--- config.mk ---
export PLATFORM = sky130hd
export DESIGN_NAME = flash_reset_device_flat
export DESIGN_NICKNAME = d
export VERILOG_FILES = /design/src/verilog/flash_reset_pkg.sv /design/src/verilog/flash_reset_if.sv /design/src/verilog/flash_reset_device.sv /design/src/flat_wrapper.sv
export SDC_FILE = /design/constraint.sdc
export NUM_CORES = 1
export LEC_CHECK = 0
export BUFFER_PORTS_ARGS = -buffer_cell sky130_fd_sc_hd__buf_2
export CAP_MARGIN = 20
export CORE_ASPECT_RATIO = 2
export CORE_MARGIN = 3
export CORE_UTILIZATION = 50
export DETAILED_ROUTE_END_ITERATION = 10
export HOLD_SLACK_MARGIN = 0.06
export MAX_ROUTING_LAYER = met4
export PLACE_DENSITY = 0.67
export SLEW_MARGIN = 10
export SYNTH_ARGS = -nofsm -noshare
export SYNTH_HDL_FRONTEND = slang
export SYNTH_SLANG_ARGS = --single-unit
--- constraint.sdc ---
create_clock -name core_clk -period 3.5 [get_ports core_clk]
set_clock_uncertainty 0.15 [all_clocks]
set_input_delay 0.525 -clock core_clk [delete_from_list [all_inputs] [get_ports core_clk]]
set_output_delay 0.525 -clock core_clk [all_outputs]
set_load 0.02 [all_outputs]
--- src/verilog/flash_reset_pkg.sv ---
// Constants and types shared by both ends of the flash reset link.
// Assumes one 20 MHz core clock on each end; all times become cycle counts here.
package flash_reset_pkg;

    // Core clock period
    localparam int CLK_PERIOD_NS = 50;

    // Least time in ns to whole cycles, rounded up, never below one
    function automatic int min_cycles(input int timeNs);
        int cyc;
        cyc = (timeNs + CLK_PERIOD_NS - 1) / CLK_PERIOD_NS;
        return (cyc < 1) ? 1 : cyc;
    endfunction

    // Documented times, in their own units
    localparam int POWER_UP_INTERVAL_US       = 300;
    localparam int WARM_RECOVERY_TIME_US      = 35;
    localparam int REINIT_SETUP_TIME_NS       = 50;
    localparam int INIT_PULSE_WIDTH_NS        = 200;
    localparam int RELEASE_TO_SELECT_DELAY_NS = 50;

    // Derived cycle counts
    localparam int POWER_UP_CYC      = min_cycles(POWER_UP_INTERVAL_US * 1000);
    localparam int WARM_RECOVERY_CYC = min_cycles(WARM_RECOVERY_TIME_US * 1000);
    localparam int REINIT_SETUP_CYC  = min_cycles(REINIT_SETUP_TIME_NS);
    localparam int INIT_PULSE_CYC    = min_cycles(INIT_PULSE_WIDTH_NS);
    localparam int RELEASE_CYC       = min_cycles(RELEASE_TO_SELECT_DELAY_NS);

    // Two-flop pin synchroniser plus edge register on the far side
    localparam int SYNC_LAT_CYC = 3;

    // Host timing: low pulse covers recovery, release wait covers the far side latency
    localparam int HOST_PULSE_CYC   = (WARM_RECOVERY_CYC > INIT_PULSE_CYC) ?
                                      WARM_RECOVERY_CYC : INIT_PULSE_CYC;
    localparam int HOST_RELEASE_CYC = ((RELEASE_CYC > REINIT_SETUP_CYC) ?
                                      RELEASE_CYC : REINIT_SETUP_CYC) + SYNC_LAT_CYC;

    // Counter width, large enough for the power-up count
    localparam int CNT_W = 13;

    // Reset values of the pins
    localparam logic PIN_HIGH = 1'h1;

    typedef enum logic [2:0] {
        DEV_OFF     = 3'b000,
        DEV_COLD    = 3'b001,
        DEV_HELD    = 3'b010,
        DEV_STANDBY = 3'b011,
        DEV_ACTIVE  = 3'b100,
        DEV_PULSE   = 3'b101,
        DEV_WARM    = 3'b110
    } dev_state_type;

    typedef enum logic [2:0] {
        HOST_PWRUP   = 3'b000,
        HOST_WAITREL = 3'b001,
        HOST_IDLE    = 3'b010,
        HOST_PULSE   = 3'b011,
        HOST_RELEASE = 3'b100
    } host_state_type;

endpackage
--- src/verilog/flash_reset_if.sv ---
// Pins between the reset-sequencing host and the flash device end.
// The testbench instantiates this and binds both modports; data line has a pull-up.
`timescale 1ns/1ps
interface flash_reset_if;
    logic selectN;     // Device select, driven by host
    logic warmInitN;   // Warm reset pin, driven by host
    logic dataOut;     // Device serial data output
    logic dataOutEnN;  // Low while the device drives dataOut
    logic dataLine;    // Resolved wire level

    // Pull-up wins whenever the device lets go
    assign dataLine = dataOutEnN ? 1'h1 : dataOut;

    modport device (
        input  selectN,
        input  warmInitN,
        output dataOut,
        output dataOutEnN
    );

    modport host (
        output selectN,
        output warmInitN,
        input  dataLine
    );
endinterface

--- src/verilog/flash_reset_device.sv ---
// Device end: cold and warm reset sequencing of the serial flash interface.
// Pins arrive from the host asynchronously; supply-good comes from an analog monitor.
// What this block and the host end do
// Cold init runs, finishes before any operation
// Cold init lasts the power-up interval
// Host keeps select high during power-up
// Warm reset pin ignored during cold init
// Pin low at power-up end holds reset
// Host selects only after release delay
// Host holds pin high for setup time
// Falling pin restores registers within recovery
// Failed cold init restarts full cold init
// Long low pulse aborts, tri-states, blocks commands
// Host raises select during warm recovery
// Host pulse plus delay covers recovery
// After reset, idle standby, outputs released
`timescale 1ns/1ps
module flash_reset_device #(
    parameter int PWR_UP_CYCLES = flash_reset_pkg::POWER_UP_CYC
) (
    input  wire logic    core_clk,
    input  wire logic    rst,
    input  wire logic    supplyOk,
    input  wire logic    coldFail,
    input  wire logic    driveReq,
    input  wire logic    driveBit,
    output logic         opReady,
    output logic         inReset,
    output logic         regsRestored,
    output logic         selActive,
    flash_reset_if.device pins
);
    import flash_reset_pkg::*;

    dev_state_type    state_ff;
    dev_state_type    nxt_state;
    logic [CNT_W-1:0] count_ff;
    logic [CNT_W-1:0] nxt_count;
    logic             coldOk_ff;
    logic             nxt_coldOk;
    logic             dataOut_ff;
    logic             nxt_dataOut;
    logic             dataOutEnN_ff;
    logic             nxt_dataOutEnN;
    logic             nxt_opReady;
    logic             nxt_inReset;
    logic             nxt_regsRestored;
    logic             nxt_selActive;

    // Synchroniser stages; first stage feeds only the second
    logic             supSync1_ff;
    logic             supSync2_ff;
    logic             selSync1_ff;
    logic             selSync2_ff;
    logic             initSync1_ff;
    logic             initSync2_ff;
    logic             initPrev_ff;
    logic             initFall;

    assign pins.dataOut    = dataOut_ff;
    assign pins.dataOutEnN = dataOutEnN_ff;

    // Falling edge of the synchronised warm reset pin
    assign initFall = initPrev_ff & ~initSync2_ff;

    // Count limit check, shared by cold and warm timing
    function automatic logic count_done(input logic [CNT_W-1:0] cnt, input int limit);
        return cnt >= CNT_W'(limit - 1);
    endfunction

    // Sequencer next state
    always_comb
    begin
        nxt_state        = state_ff;
        nxt_count        = count_ff + 13'h1;
        nxt_coldOk       = coldOk_ff;
        nxt_dataOut      = 1'h0;
        nxt_dataOutEnN   = PIN_HIGH;
        nxt_opReady      = 1'h0;
        nxt_inReset      = 1'h1;
        nxt_regsRestored = 1'h0;
        nxt_selActive    = 1'h0;
        unique case (state_ff)
            DEV_OFF:
            begin
                // Supply below threshold; nothing runs
                nxt_count = '0;
                if (supSync2_ff)
                    nxt_state = DEV_COLD;
            end
            DEV_COLD:
            begin
                // pin state looked at only once the count ends
                // full power-up interval
                if (count_done(count_ff, PWR_UP_CYCLES))
                begin
                    nxt_count        = '0;
                    nxt_coldOk       = ~coldFail;
                    nxt_regsRestored = 1'h1;
                    // pin still low holds reset
                    nxt_state        = initSync2_ff ? DEV_STANDBY : DEV_HELD;
                end
            end
            DEV_HELD:
            begin
                nxt_count = '0;
                if (initSync2_ff)
                    nxt_state = DEV_STANDBY;
            end
            DEV_STANDBY, DEV_ACTIVE:
            begin
                // idle with outputs released
                nxt_count   = '0;
                nxt_inReset = 1'h0;
                nxt_opReady = 1'h1;
                // operations only after cold init
                if (!selSync2_ff)
                begin
                    nxt_state      = DEV_ACTIVE;
                    nxt_selActive  = 1'h1;
                    nxt_dataOut    = driveBit;
                    nxt_dataOutEnN = ~driveReq;
                end
                else
                begin
                    nxt_state = DEV_STANDBY;
                end
                if (initFall)
                begin
                    nxt_opReady    = 1'h0;
                    nxt_selActive  = 1'h0;
                    nxt_dataOut    = 1'h0;
                    nxt_dataOutEnN = PIN_HIGH;
                    nxt_count      = 13'h1;
                    // failed cold init goes cold again
                    nxt_state      = coldOk_ff ? DEV_PULSE : DEV_COLD;
                end
            end
            DEV_PULSE:
            begin
                // Short glitches are not a reset; a held select keeps working
                nxt_inReset = 1'h0;
                nxt_opReady = 1'h1;
                if (!selSync2_ff)
                begin
                    nxt_selActive  = 1'h1;
                    nxt_dataOut    = driveBit;
                    nxt_dataOutEnN = ~driveReq;
                end
                if (initSync2_ff)
                begin
                    nxt_count = '0;
                    nxt_state = DEV_STANDBY;
                end
                // held long enough, abort and tri-state
                else if (count_done(count_ff, INIT_PULSE_CYC))
                begin
                    nxt_inReset    = 1'h1;
                    nxt_opReady    = 1'h0;
                    nxt_selActive  = 1'h0;
                    nxt_dataOutEnN = PIN_HIGH;
                    nxt_state      = DEV_WARM;
                end
            end
            DEV_WARM:
            begin
                // commands ignored through recovery
                // registers restored by recovery end
                if (count_done(count_ff, WARM_RECOVERY_CYC))
                begin
                    nxt_count        = count_ff;
                    nxt_regsRestored = initSync2_ff;
                    if (initSync2_ff)
                    begin
                        nxt_count = '0;
                        nxt_state = DEV_STANDBY;
                    end
                end
            end
            default:
            begin
                nxt_state = DEV_OFF;
                nxt_count = '0;
            end
        endcase
        // Supply loss drops everything back to off
        if (!supSync2_ff)
        begin
            nxt_state        = DEV_OFF;
            nxt_count        = '0;
            nxt_coldOk       = 1'h0;
            nxt_opReady      = 1'h0;
            nxt_inReset      = 1'h1;
            nxt_selActive    = 1'h0;
            nxt_regsRestored = 1'h0;
            nxt_dataOutEnN   = PIN_HIGH;
            nxt_dataOut      = 1'h0;
        end
    end

    // Sequencer registers
    always_ff @(posedge core_clk)
    begin
        if (rst)
        begin
            state_ff      <= DEV_OFF;
            count_ff      <= '0;
            coldOk_ff     <= 1'h0;
            dataOut_ff    <= 1'h0;
            dataOutEnN_ff <= PIN_HIGH;
            opReady       <= 1'h0;
            inReset       <= 1'h1;
            regsRestored  <= 1'h0;
            selActive     <= 1'h0;
        end
        else
        begin
            state_ff      <= nxt_state;
            count_ff      <= nxt_count;
            coldOk_ff     <= nxt_coldOk;
            dataOut_ff    <= nxt_dataOut;
            dataOutEnN_ff <= nxt_dataOutEnN;
            opReady       <= nxt_opReady;
            inReset       <= nxt_inReset;
            regsRestored  <= nxt_regsRestored;
            selActive     <= nxt_selActive;
        end
    end

    // Pin synchronisers; pins idle high, supply idles low
    always_ff @(posedge core_clk)
    begin
        if (rst)
        begin
            supSync1_ff  <= 1'h0;
            supSync2_ff  <= 1'h0;
            selSync1_ff  <= PIN_HIGH;
            selSync2_ff  <= PIN_HIGH;
            initSync1_ff <= PIN_HIGH;
            initSync2_ff <= PIN_HIGH;
            initPrev_ff  <= PIN_HIGH;
        end
        else
        begin
            supSync1_ff  <= supplyOk;
            supSync2_ff  <= supSync1_ff;
            selSync1_ff  <= pins.selectN;
            selSync2_ff  <= selSync1_ff;
            initSync1_ff <= pins.warmInitN;
            initSync2_ff <= initSync1_ff;
            initPrev_ff  <= initSync2_ff;
        end
    end
endmodule

--- src/flat_wrapper.sv ---
// flat-port wrapper written by rule: the top's interface ports become plain ports
module flash_reset_device_flat import flash_reset_pkg::*;
#(
    parameter int PWR_UP_CYCLES = flash_reset_pkg::POWER_UP_CYC
)
  (core_clk, rst, supplyOk, coldFail, driveReq, driveBit, opReady, inReset, regsRestored, selActive, pins_selectN, pins_warmInitN, pins_dataOut, pins_dataOutEnN);
  flash_reset_if pins_i ();
  input  wire logic core_clk;
  input  wire logic rst;
  input  wire logic supplyOk;
  input  wire logic coldFail;
  input  wire logic driveReq;
  input  wire logic driveBit;
  output logic opReady;
  output logic inReset;
  output logic regsRestored;
  output logic selActive;
  input wire logic [$bits(pins_i.selectN)-1:0] pins_selectN;
  input wire logic [$bits(pins_i.warmInitN)-1:0] pins_warmInitN;
  output wire logic [$bits(pins_i.dataOut)-1:0] pins_dataOut;
  output wire logic [$bits(pins_i.dataOutEnN)-1:0] pins_dataOutEnN;
  assign pins_i.selectN = pins_selectN;
  assign pins_i.warmInitN = pins_warmInitN;
  assign pins_dataOut = pins_i.dataOut;
  assign pins_dataOutEnN = pins_i.dataOutEnN;
  flash_reset_device #(.PWR_UP_CYCLES(PWR_UP_CYCLES)) u_core (.core_clk(core_clk), .rst(rst), .supplyOk(supplyOk), .coldFail(coldFail), .driveReq(driveReq), .driveBit(driveBit), .opReady(opReady), .inReset(inReset), .regsRestored(regsRestored), .selActive(selActive), .pins(pins_i));
endmodule
==> results.py, run 1 <==
metrics = {
    "synthesis": {
        "synth_edf_count": 0,
        "syn_area_sq_um": 1570,
        "yosys_register_bits": 30,
        "synth-async-reset-ratio": 0,
        "synth_cell_type_count": 52,
        "seq_area_frac_synth": 0.382,
        "syn-instance-count": 183,
        "yosysWarnings": 0,
        "synth_nets": 192,
        "yosys_most_used_dff": "dfxtp_1",
        "synth.avg_cell_area_sq_um": 8.58,
    },
    "drt": {
        "wl_mm": 3.41,
        "drc": 0,
        "routed_via_density": 5.97,
        "drt_iter0_markers": 29,
        "wl_per_cell_um": 15.3,
        "drtAntennaViolNets": 0,
        "dr_total_vias": 1326,
        "firstDrtPassIters": 4,
    },
    "power_and_ir_drop": {
        "p_switching_w": 0.000142,
        "power.leakage_nw": 0.611,
        "pwr-share-comb": 0.025,
        "power.internal_w": 0.000511,
        "switching_share": 0.217,
        "power_frac_clock": 0.439,
        "cellPowerDensity_nw_per_um2": 386,
        "ir_drop_mv": 0.353,
        "seqPwrFrac": 0.536,
    },
    "cts": {
        "cts_root_buf": "clkbuf_8",
        "cts_tree": "built",
        "clk_path_buf_depth": 2,
        "cts_setup_buffers": 0,
        "clk-insertion-delay-late_ps": 280,
        "cts-resized-gates": 0,
        "ctsHoldBuffers": 0,
        "cts.clk_slew.worst_paths_ps": 60,
        "htreeDepth": 2,
        "numCtsBuffers": 5,
        "clock-sinks": 30,
    },
    "die": {
        "core_sq_um": 2980,
        "boundaryPins": 14,
        "initial_utilization": 0.527,
        "die_w_um": 45.6,
        "die_h_um": 85.3,
        "placementRows": 28,
        "die_area_sq_um": 3890,
    },
    "critical_path": {
        "worst_path_max_delay_cell": "or3_4",
        "ff2ff_setup_slack_ps": 1100,
        "slowest_delay_ps": 440,
        "rr_worst_depth": 7,
        "critPathCaptureType": "flop",
        "start_kind": "flop",
        "path_depth": 7,
        "path_max_fanout": 10,
        "r2r-start": "u_core.count_ff[0]",
        "cp_data_required_time_ps": 3500,
        "rr_endpoint": "u_core.count_ff[9]",
        "crit_chain": "ha_1 > a211oi_1 > or3_4 > nand2_1 > o21ai_1 > o21ai_2 > nor2_1",
        "worstSetupPathType": "reg2reg",
        "cpLargestDelayFamily": "simple AND/OR/NAND/NOR gates",
        "worst_ep_arrival_time_ps": 2400,
        "cp.buffers_inverters": 0,
    },
    "sta": {
        "fmax_ghz": 0.417,
        "slew_violations": 0,
        "grt_setup_unrepaired": "false",
        "worst_pin_slew_ps": 509,
        "hold_viol_final": 0,
        "slew_headroom": 0.660,
        "setup_tns_ps": 0,
        "fin_crit_ps": 2400,
        "finalSetupViolCount": 0,
        "post-route-period-util": 0.686,
        "holdWs_ps": 258,
    },
    "min_path": {
        "worstHoldPathType": "reg2reg",
        "min_from": "u_core.selSync1_ff",
        "min_to": "u_core.selSync2_ff",
        "holdPathStages": 1,
    },
    "placed_design": {
        "io_buffers": 13,
        "place_congestion": 0.996,
        "dpl.hpwl_mm": 2.62,
    },
    "cells_and_area": {
        "largest_register": "u_core.count_ff",
        "largestRegisters": "u_core.count_ff (13), u_core.state_ff (3)",
        "layout_commonest_cell": "dfxtp_1",
        "fin_nets": 200,
        "utilization": 0.568,
        "regArea_sq_um": 601,
        "antennaDiodeCount": 0,
        "final_cell_mix": "dfxtp_1, nor2_1, buf_2",
        "largest_register_ff_count": 13,
        "nFillCells": 306,
        "multi_input_area_sq_um": 870,
        "drive_gt1_frac": 0.198,
        "layout-area-overhead-vs-synth_pct": 7.65,
    },
    "job": {
        "maxCapViolCount": 0,
    },
    "global_route": {
        "grt_util_all_layers": 0.207,
        "grt_pass1_wl_mm": 5.82,
        "first_global_vias": 1329,
        "grt_max_degree": 12,
        "grt_antenna_before_repair": 0,
        "overflow": 0,
    },
    "run_status": {
        "status": "finished clean",
    },
}
==> cell type report <==
class                   count  area share
multi-input cells         135       0.514
flip-flops and latches     30       0.355
clock buffers               6      0.0489
repair buffers             13      0.0385
well taps                  30      0.0222
inverters                   6      0.0133
clock inverters             2     0.00740
==> cell usage after synthesis, types with 2 or more instances <==
| cell | n | share of area |
|---|---|---|
| nand4_1 | 4 | 0.016 |
| nor2b_1 | 6 | 0.024 |
| buf_4 | 3 | 0.014 |
| o21ai_0 | 2 | 0.0064 |
| dfxtp_1 | 30 | 0.38 |
| nor4_1 | 4 | 0.016 |
| a21o_1 | 2 | 0.0096 |
| nand3_1 | 6 | 0.019 |
| a211oi_1 | 3 | 0.014 |
| nand2b_1 | 2 | 0.0080 |
| or2_2 | 5 | 0.020 |
| o221ai_2 | 2 | 0.019 |
| clkbuf_1 | 2 | 0.0048 |
| a21oi_1 | 12 | 0.038 |
| nand2_1 | 12 | 0.029 |
| and3_1 | 2 | 0.0080 |
| a22oi_1 | 2 | 0.0096 |
| o21ai_1 | 6 | 0.019 |
| inv_1 | 6 | 0.014 |
| o31ai_1 | 2 | 0.0096 |
| xor2_1 | 4 | 0.022 |
| buf_2 | 5 | 0.016 |
| nor3_1 | 5 | 0.016 |
| buf_6 | 2 | 0.014 |
| xnor2_1 | 5 | 0.028 |
| nor2_1 | 23 | 0.055 |
==> stage by stage <==
step | cells | setup slack [ps] | total power, W | area (sq um)
after detailed placement | 214 | 1120 | 0.000374 | 1600
final | 222 | 1100 | 0.000653 | 1690
after floorplan | 183 | 1410 | 0.000367 | 1570
after CTS | 222 | 1100 | 0.000663 | 1690
after global placement | 214 | 1160 | 0.000373 | 1600
after global routing | 222 | 930 | 0.000679 | 1690
==> kinds of logic (layout without fill, tap and decap cells) <==
kind of cell,count (synthesis),after routing,share of synthesized area
xor gates and xnor gates,9,9,0.0502
muxes,1,1,0.00637
AOI/OAI and AO/OA,43,43,0.211
adders and majority gates,1,1,0.00797
DFF,30,30,0.382
buffers and inverters,18,27,0.0637
and+or+nand+nor,81,81,0.278
==> power groups by stage <==
stage	Sequential, W	Combinational [W]	Clock (W)
5_1_grt	0.000350	0.0000186	0.000311
2_1_floorplan	0.000354	0.0000127	0
6_report	0.000350	0.0000162	0.000287
3_3_place_gp	0.000357	0.0000155	0
3_5_place_dp	0.000358	0.0000163	0
4_1_cts	0.000350	0.0000164	0.000297
==> worst reg2reg max path: stages, from the launching register on <==
cell      delay [ps]
dfxtp_1          420
ha_1             350
a211oi_1         120
or3_4            440
nand2_1          180
o21ai_1           90
o21ai_2          420
nor2_1           100
==> routing by layer <==
| metal | track usage | part of all wire | vias up |
|---|---|---|---|
| li1 | - | - | 662 |
| met1 | 0.192 | 0.36 | 632 |
| met2 | 0.367 | 0.57 | 21 |
| met3 | 0.0382 | 0.028 | 11 |
| met4 | 0.117 | 0.035 | 0 |
| met5 | - | 0 | - |
==> worst max path at each step <==
stage,slack (ps),from,to
3_3_place_gp,1160,u_core.count_ff[0],u_core.pins.dataOutEnN
3_5_place_dp,1120,u_core.count_ff[0],u_core.count_ff[5]
2_1_floorplan,1410,u_core.count_ff[0],u_core.pins.dataOutEnN
4_1_cts,1100,u_core.count_ff[0],u_core.count_ff[9]
6_report,1100,u_core.count_ff[0],u_core.count_ff[9]
5_1_grt,930,u_core.count_ff[0],u_core.count_ff[9]
Note: power is estimated with default switching activity, not from simulation.
==> run 2: changes to the inputs <==
--- a/config.mk
+++ b/config.mk
@@ -13,7 +13,7 @@
 export DETAILED_ROUTE_END_ITERATION = 10
 export HOLD_SLACK_MARGIN = 0.06
 export MAX_ROUTING_LAYER = met4
-export PLACE_DENSITY = 0.67
+export PLACE_DENSITY = 0.69
 export SLEW_MARGIN = 10
 export SYNTH_ARGS = -nofsm -noshare
 export SYNTH_HDL_FRONTEND = slang
==> constraint.sdc (replaced) <==
create_clock -name core_clk -period 2.2 [get_ports core_clk]
set_clock_uncertainty 0.15 [all_clocks]
set_input_delay 0.33 -clock core_clk [delete_from_list [all_inputs] [get_ports core_clk]]
set_output_delay 0.33 -clock core_clk [all_outputs]
set_load 0.02 [all_outputs]
==> run 2 against run 1 <==
  * Critical path depth is the same
  * Global-route usage up 0.62 points
  * Power rose by 60%
  * Wire length grew 3.1%
  * First-iteration DRC count increased by 41%
  * Cell count is 5.0% higher
  * Largest power group unchanged
  * Highest routed layer unchanged
==> results.py, run 2 (synthesis gave the netlist of run 1 again) <==
metrics = {
    "drt": {
        "drc": 0,
        "drt_iter0_markers": 41,
        "dr_total_vias": 1399,
        "drtAntennaViolNets": 0,
        "routed_via_density": 6.00,
        "wl_mm": 3.51,
        "wl_per_cell_um": 15.1,
        "firstDrtPassIters": 4,
    },
    "global_route": {
        "overflow": 0,
        "use_met2": 0.373,
        "grt_antenna_before_repair": 0,
        "grt_max_degree": 12,
        "grtUsageMet1": 0.204,
        "first_global_vias": 1391,
        "grt-busiest-layer": "met2",
        "use_met3": 0.0382,
        "grt_pass1_wl_mm": 6.06,
        "grt_util_all_layers": 0.214,
    },
    "die": {
        "placementRows": 28,
        "core_sq_um": 2980,
        "die_w_um": 45.6,
        "die_h_um": 85.3,
        "die_area_sq_um": 3890,
        "initial_utilization": 0.527,
        "boundaryPins": 14,
    },
    "power_and_ir_drop": {
        "pwr-share-comb": 0.025,
        "power.leakage_nw": 0.675,
        "switching_share": 0.220,
        "seqPwrFrac": 0.533,
        "ir_drop_mv": 0.418,
        "cellPowerDensity_nw_per_um2": 579,
        "p_switching_w": 0.000230,
        "power.internal_w": 0.000814,
        "power_frac_clock": 0.442,
    },
    "cts": {
        "numCtsBuffers": 5,
        "clk-insertion-delay-late_ps": 280,
        "cts_tree": "built",
        "clock-sinks": 30,
        "cts.clk_slew.worst_paths_ps": 70,
        "cts_root_buf": "clkbuf_8",
        "htreeDepth": 2,
        "clk_path_buf_depth": 2,
    },
    "sta": {
        "hold_viol_final": 0,
        "fin_crit_ps": 2090,
        "fmax_ghz": 0.478,
        "grt_setup_unrepaired": "false",
        "slew_violations": 0,
        "worst_pin_slew_ps": 501,
        "finalSetupViolCount": 0,
        "setup_tns_ps": 0,
        "layout_setup_ws_ps": 110,
        "slew_headroom": 0.666,
        "post-route-period-util": 0.950,
    },
    "critical_path": {
        "cp_data_required_time_ps": 2230,
        "start_kind": "flop",
        "worstSetupPathType": "reg2reg",
        "slowest_delay_ps": 420,
        "crit_chain": "ha_2 > a211oi_2 > or3_4 > a211o_4 > nand4_1 > xor2_1 > nor2_1",
        "critPathCaptureType": "flop",
        "worst_path_max_delay_cell": "or3_4",
        "path_max_fanout": 7,
        "worst_ep_arrival_time_ps": 2120,
    },
    "cells_and_area": {
        "largestRegisters": "u_core.count_ff (13), u_core.state_ff (3)",
        "drive_gt1_frac": 0.266,
        "fin_nets": 211,
        "largest_register_ff_count": 13,
        "layout-area-overhead-vs-synth_pct": 14.9,
        "antennaDiodeCount": 0,
        "layout_commonest_cell": "dfxtp_1",
        "final_cell_mix": "dfxtp_1, nor2_1, buf_2",
        "largest_register": "u_core.count_ff",
    },
    "placed_design": {
        "dpl.hpwl_mm": 2.72,
        "io_buffers": 13,
        "place_congestion": 1.01,
        "place_ws_ps": 14.5,
    },
    "run_status": {
        "status": "finished clean",
    },
    "job": {
        "maxCapViolCount": 0,
    },
    "min_path": {
        "worstHoldPathType": "in2reg",
    },
}
run 2: per-layer routing:
metal	share of wire	vias up
li1	-	694
met1	0.37	659
met2	0.56	32
met3	0.036	14
met4	0.035	0
met5	0	-
run 2: power groups by stage:
stage                     Combinational [W]  Sequential (W)  Clock [W]
after global placement            0.0000252        0.000569          0
after floorplan                   0.0000202        0.000564          0
after global routing              0.0000290        0.000557   0.000495
final                             0.0000256        0.000557   0.000461
after CTS                         0.0000259        0.000557   0.000471
after detailed placement          0.0000259        0.000569          0
run 2: stage by stage:
step | total power, W | instance area (sq um) | std cells | utilization | hold WS, ps
floorplan | 0.000584 | 1570 | 183 | - | 239
global placement | 0.000594 | 1680 | 224 | 0.565 | 241
detailed placement | 0.000595 | 1680 | 224 | 0.565 | 251
CTS | 0.00105 | 1780 | 232 | 0.597 | 73.5
global route | 0.00108 | 1800 | 233 | 0.606 | 72.4
finish | 0.00104 | 1800 | 233 | 0.606 | 78.5
run 2: critical path: cells and delay by family, from the launching register on:
kind | cells | cell delay (ps)
and+or+nand+nor | 3 | 590
xor gates and xnor gates | 1 | 160
DFF | 1 | 390
adders and majority gates | 1 | 230
AOI/OAI and AO/OA | 2 | 450
run 2: timing repair:
action / in CTS / in global routing
buffers inserted: 0 / 1
setup endpoints to repair: 0 / 10
hold buffers: 0 / 0
resized for setup: 0 / 5
run 2: worst paths after layout:
| kind | slack, ps | depth (start not counted) | endpoint | start |
|---|---|---|---|---|
| min | 80 | 2 | u_core.selSync1_ff | pins_selectN |
| max reg2reg | 110 | 7 | u_core.count_ff[4] | u_core.count_ff[1] |
| min reg2reg | 270 | 1 | u_core.selSync2_ff | u_core.selSync1_ff |
| max | 110 | 7 | u_core.count_ff[4] | u_core.count_ff[1] |
run 2: area by class of cell:
cell class | instances | area, sq um
repair buffers | 24 | 160
well taps | 30 | 37.5
clock inverters | 2 | 12.5
clock buffers | 6 | 82.6
fillers | 262 | 1170
multi-input cells | 135 | 887
flip-flops and latches | 30 | 602
inverters | 6 | 22.5
==> run 3: changes to the inputs <==
--- a/config.mk
+++ b/config.mk
@@ -13,7 +13,7 @@
 export DETAILED_ROUTE_END_ITERATION = 10
 export HOLD_SLACK_MARGIN = 0.06
 export MAX_ROUTING_LAYER = met4
-export PLACE_DENSITY = 0.69
+export PLACE_DENSITY = 0.67
 export SLEW_MARGIN = 10
 export SYNTH_ARGS = -nofsm -noshare
 export SYNTH_HDL_FRONTEND = slang
==> constraint.sdc (replaced) <==
create_clock -name core_clk -period 2.27 [get_ports core_clk]
set_clock_uncertainty 0.15 [all_clocks]
set_input_delay 0.3405 -clock core_clk [delete_from_list [all_inputs] [get_ports core_clk]]
set_output_delay 0.3405 -clock core_clk [all_outputs]
set_load 0.02 [all_outputs]
==> run 3 against run 2 <==
  * Clock power down 3%
  * First-iteration DRC count shrank 22%
  * Register-to-register slack gained 40 ps
  * Clock-buffer cell count unchanged
  * Worst setup slack gained 39 ps
  * Wire length shrank 1.2%
  * Worst hold slack better by 9.7 ps
  * Utilization is 2.1 points lower
  * Power down 3.0%
  * Non-clock buffer count down 7
  * Largest cell class unchanged
==> results.py, run 3 (synthesis gave the netlist of run 1 again) <==
metrics = {
    "run_status": {
        "status": "finished clean",
    },
    "cells_and_area": {
        "drive_gt1_frac": 0.235,
        "fin_nets": 204,
        "antennaDiodeCount": 0,
        "layout_commonest_cell": "dfxtp_1",
        "layout-area-overhead-vs-synth_pct": 11.0,
        "largest_register": "u_core.count_ff",
        "largestRegisters": "u_core.count_ff (13), u_core.state_ff (3)",
        "largest_register_ff_count": 13,
        "final_cell_mix": "dfxtp_1, nor2_1, buf_2",
    },
    "drt": {
        "drt_iter0_markers": 32,
        "wl_per_cell_um": 15.3,
        "dr_total_vias": 1341,
        "wl_mm": 3.47,
        "routed_via_density": 5.93,
        "drtAntennaViolNets": 0,
        "firstDrtPassIters": 4,
        "drc": 0,
    },
    "sta": {
        "finalSetupViolCount": 0,
        "slew_violations": 0,
        "worst_pin_slew_ps": 517,
        "grt_setup_unrepaired": "false",
        "fmax_ghz": 0.471,
        "post-route-period-util": 0.934,
        "hold_viol_final": 0,
        "setup_tns_ps": 0,
        "slew_headroom": 0.655,
        "holdWs_ps": 88.3,
        "fin_crit_ps": 2120,
    },
    "critical_path": {
        "r2r-start": "u_core.count_ff[4]",
        "rr_worst_depth": 6,
        "start_kind": "flop",
        "worstSetupPathType": "reg2reg",
        "crit_chain": "nand3_2 > or3_4 > a211oi_4 > nor4_1 > o21ai_1 > a21oi_1",
        "slowest_delay_ps": 480,
        "cp_data_required_time_ps": 2290,
        "rr_endpoint": "u_core.count_ff[8]",
        "critPathCaptureType": "flop",
        "worst_path_max_delay_cell": "dfxtp_1",
        "path_max_fanout": 7,
        "worst_ep_arrival_time_ps": 2140,
        "ff2ff_setup_slack_ps": 150,
    },
    "cts": {
        "numCtsBuffers": 5,
        "clk_path_buf_depth": 2,
        "cts.clk_slew.worst_paths_ps": 60,
        "cts_tree": "built",
        "ctsHoldBuffers": 0,
        "clock-sinks": 30,
        "cts-resized-gates": 0,
        "htreeDepth": 2,
        "clk-insertion-delay-late_ps": 280,
        "cts_root_buf": "clkbuf_8",
        "cts_setup_buffers": 0,
    },
    "placed_design": {
        "place_congestion": 0.918,
        "io_buffers": 13,
        "dpl.hpwl_mm": 2.61,
    },
    "job": {
        "maxCapViolCount": 0,
    },
    "global_route": {
        "grt_antenna_before_repair": 0,
        "overflow": 0,
        "grt_util_all_layers": 0.214,
        "first_global_vias": 1370,
        "grt_pass1_wl_mm": 6.06,
        "grt_max_degree": 12,
    },
    "power_and_ir_drop": {
        "cellPowerDensity_nw_per_um2": 581,
        "power.leakage_nw": 0.636,
        "ir_drop_mv": 0.523,
    },
    "die": {
        "die_area_sq_um": 3890,
        "die_w_um": 45.6,
        "initial_utilization": 0.527,
        "core_sq_um": 2980,
        "die_h_um": 85.3,
        "boundaryPins": 14,
        "placementRows": 28,
    },
    "min_path": {
        "min_to": "u_core.initSync1_ff",
        "worstHoldPathType": "in2reg",
        "holdPathStages": 2,
        "min_from": "pins_warmInitN",
    },
}
run 3: worst max path at each step:
stage                             startpoint                      to  slack [ps]  cells past startpoint
after CTS                 u_core.count_ff[0]      u_core.count_ff[8]          90                      7
after global routing      u_core.count_ff[4]     u_core.count_ff[10]          40                      6
after floorplan           u_core.count_ff[0]  u_core.pins.dataOutEnN         180                      8
final                     u_core.count_ff[4]      u_core.count_ff[8]         150                      6
after global placement    u_core.count_ff[0]  u_core.pins.dataOutEnN         180                      7
after detailed placement  u_core.count_ff[0]  u_core.pins.dataOutEnN         110                      7
run 3: where the power goes:
group / total, W / leakage [nW] / internal [W] / switching (W)
Clock: 0.000448 / 0.0472 / 0.000243 / 0.000205
Sequential: 0.000539 / 0.244 / 0.000532 / 0.00000706
Combinational: 0.0000251 / 0.345 / 0.0000132 / 0.0000119
run 3: cell type report:
class                           count  area, sq um
Clock buffer                        6         82.6
Clock inverter                      2         12.5
Fill cell                         284         1230
Inverter                            6         22.5
Multi-Input combinational cell    135          877
Sequential cell                    30          603
Tap cell                           30         37.5
Timing Repair Buffer               17          108
run 3: stage by stage:
| stage | total power [W] | area, sq um | util | std cells | setup slack, ps |
|---|---|---|---|---|---|
| 2_1_floorplan | 0.000566 | 1570 | - | 183 | 176 |
| 3_3_place_gp | 0.000575 | 1640 | 0.550 | 218 | 184 |
| 3_5_place_dp | 0.000577 | 1640 | 0.550 | 218 | 111 |
| 4_1_cts | 0.00103 | 1730 | 0.582 | 226 | 86.6 |
| 5_1_grt | 0.00105 | 1740 | 0.585 | 226 | 37.0 |
| 6_report | 0.00101 | 1740 | 0.585 | 226 | 149 |
run 3: per-layer routing:
| layer | vias to the layer above | part of all wire | GRT usage | routed length (um) |
|---|---|---|---|---|
| met5 | - | 0 | - | 0 |
| met4 | 0 | 0.033 | 0.115 | 116 |
| met3 | 13 | 0.033 | 0.0382 | 115 |
| met2 | 36 | 0.56 | 0.369 | 1950 |
| met1 | 625 | 0.37 | 0.213 | 1290 |
| li1 | 667 | - | - | - |
run 3: critical path, delay by kind of cell (launching register included):
family | cells | cell delay, ps
simple gates | 3 | 740
compound gates | 3 | 630
flops | 1 | 480
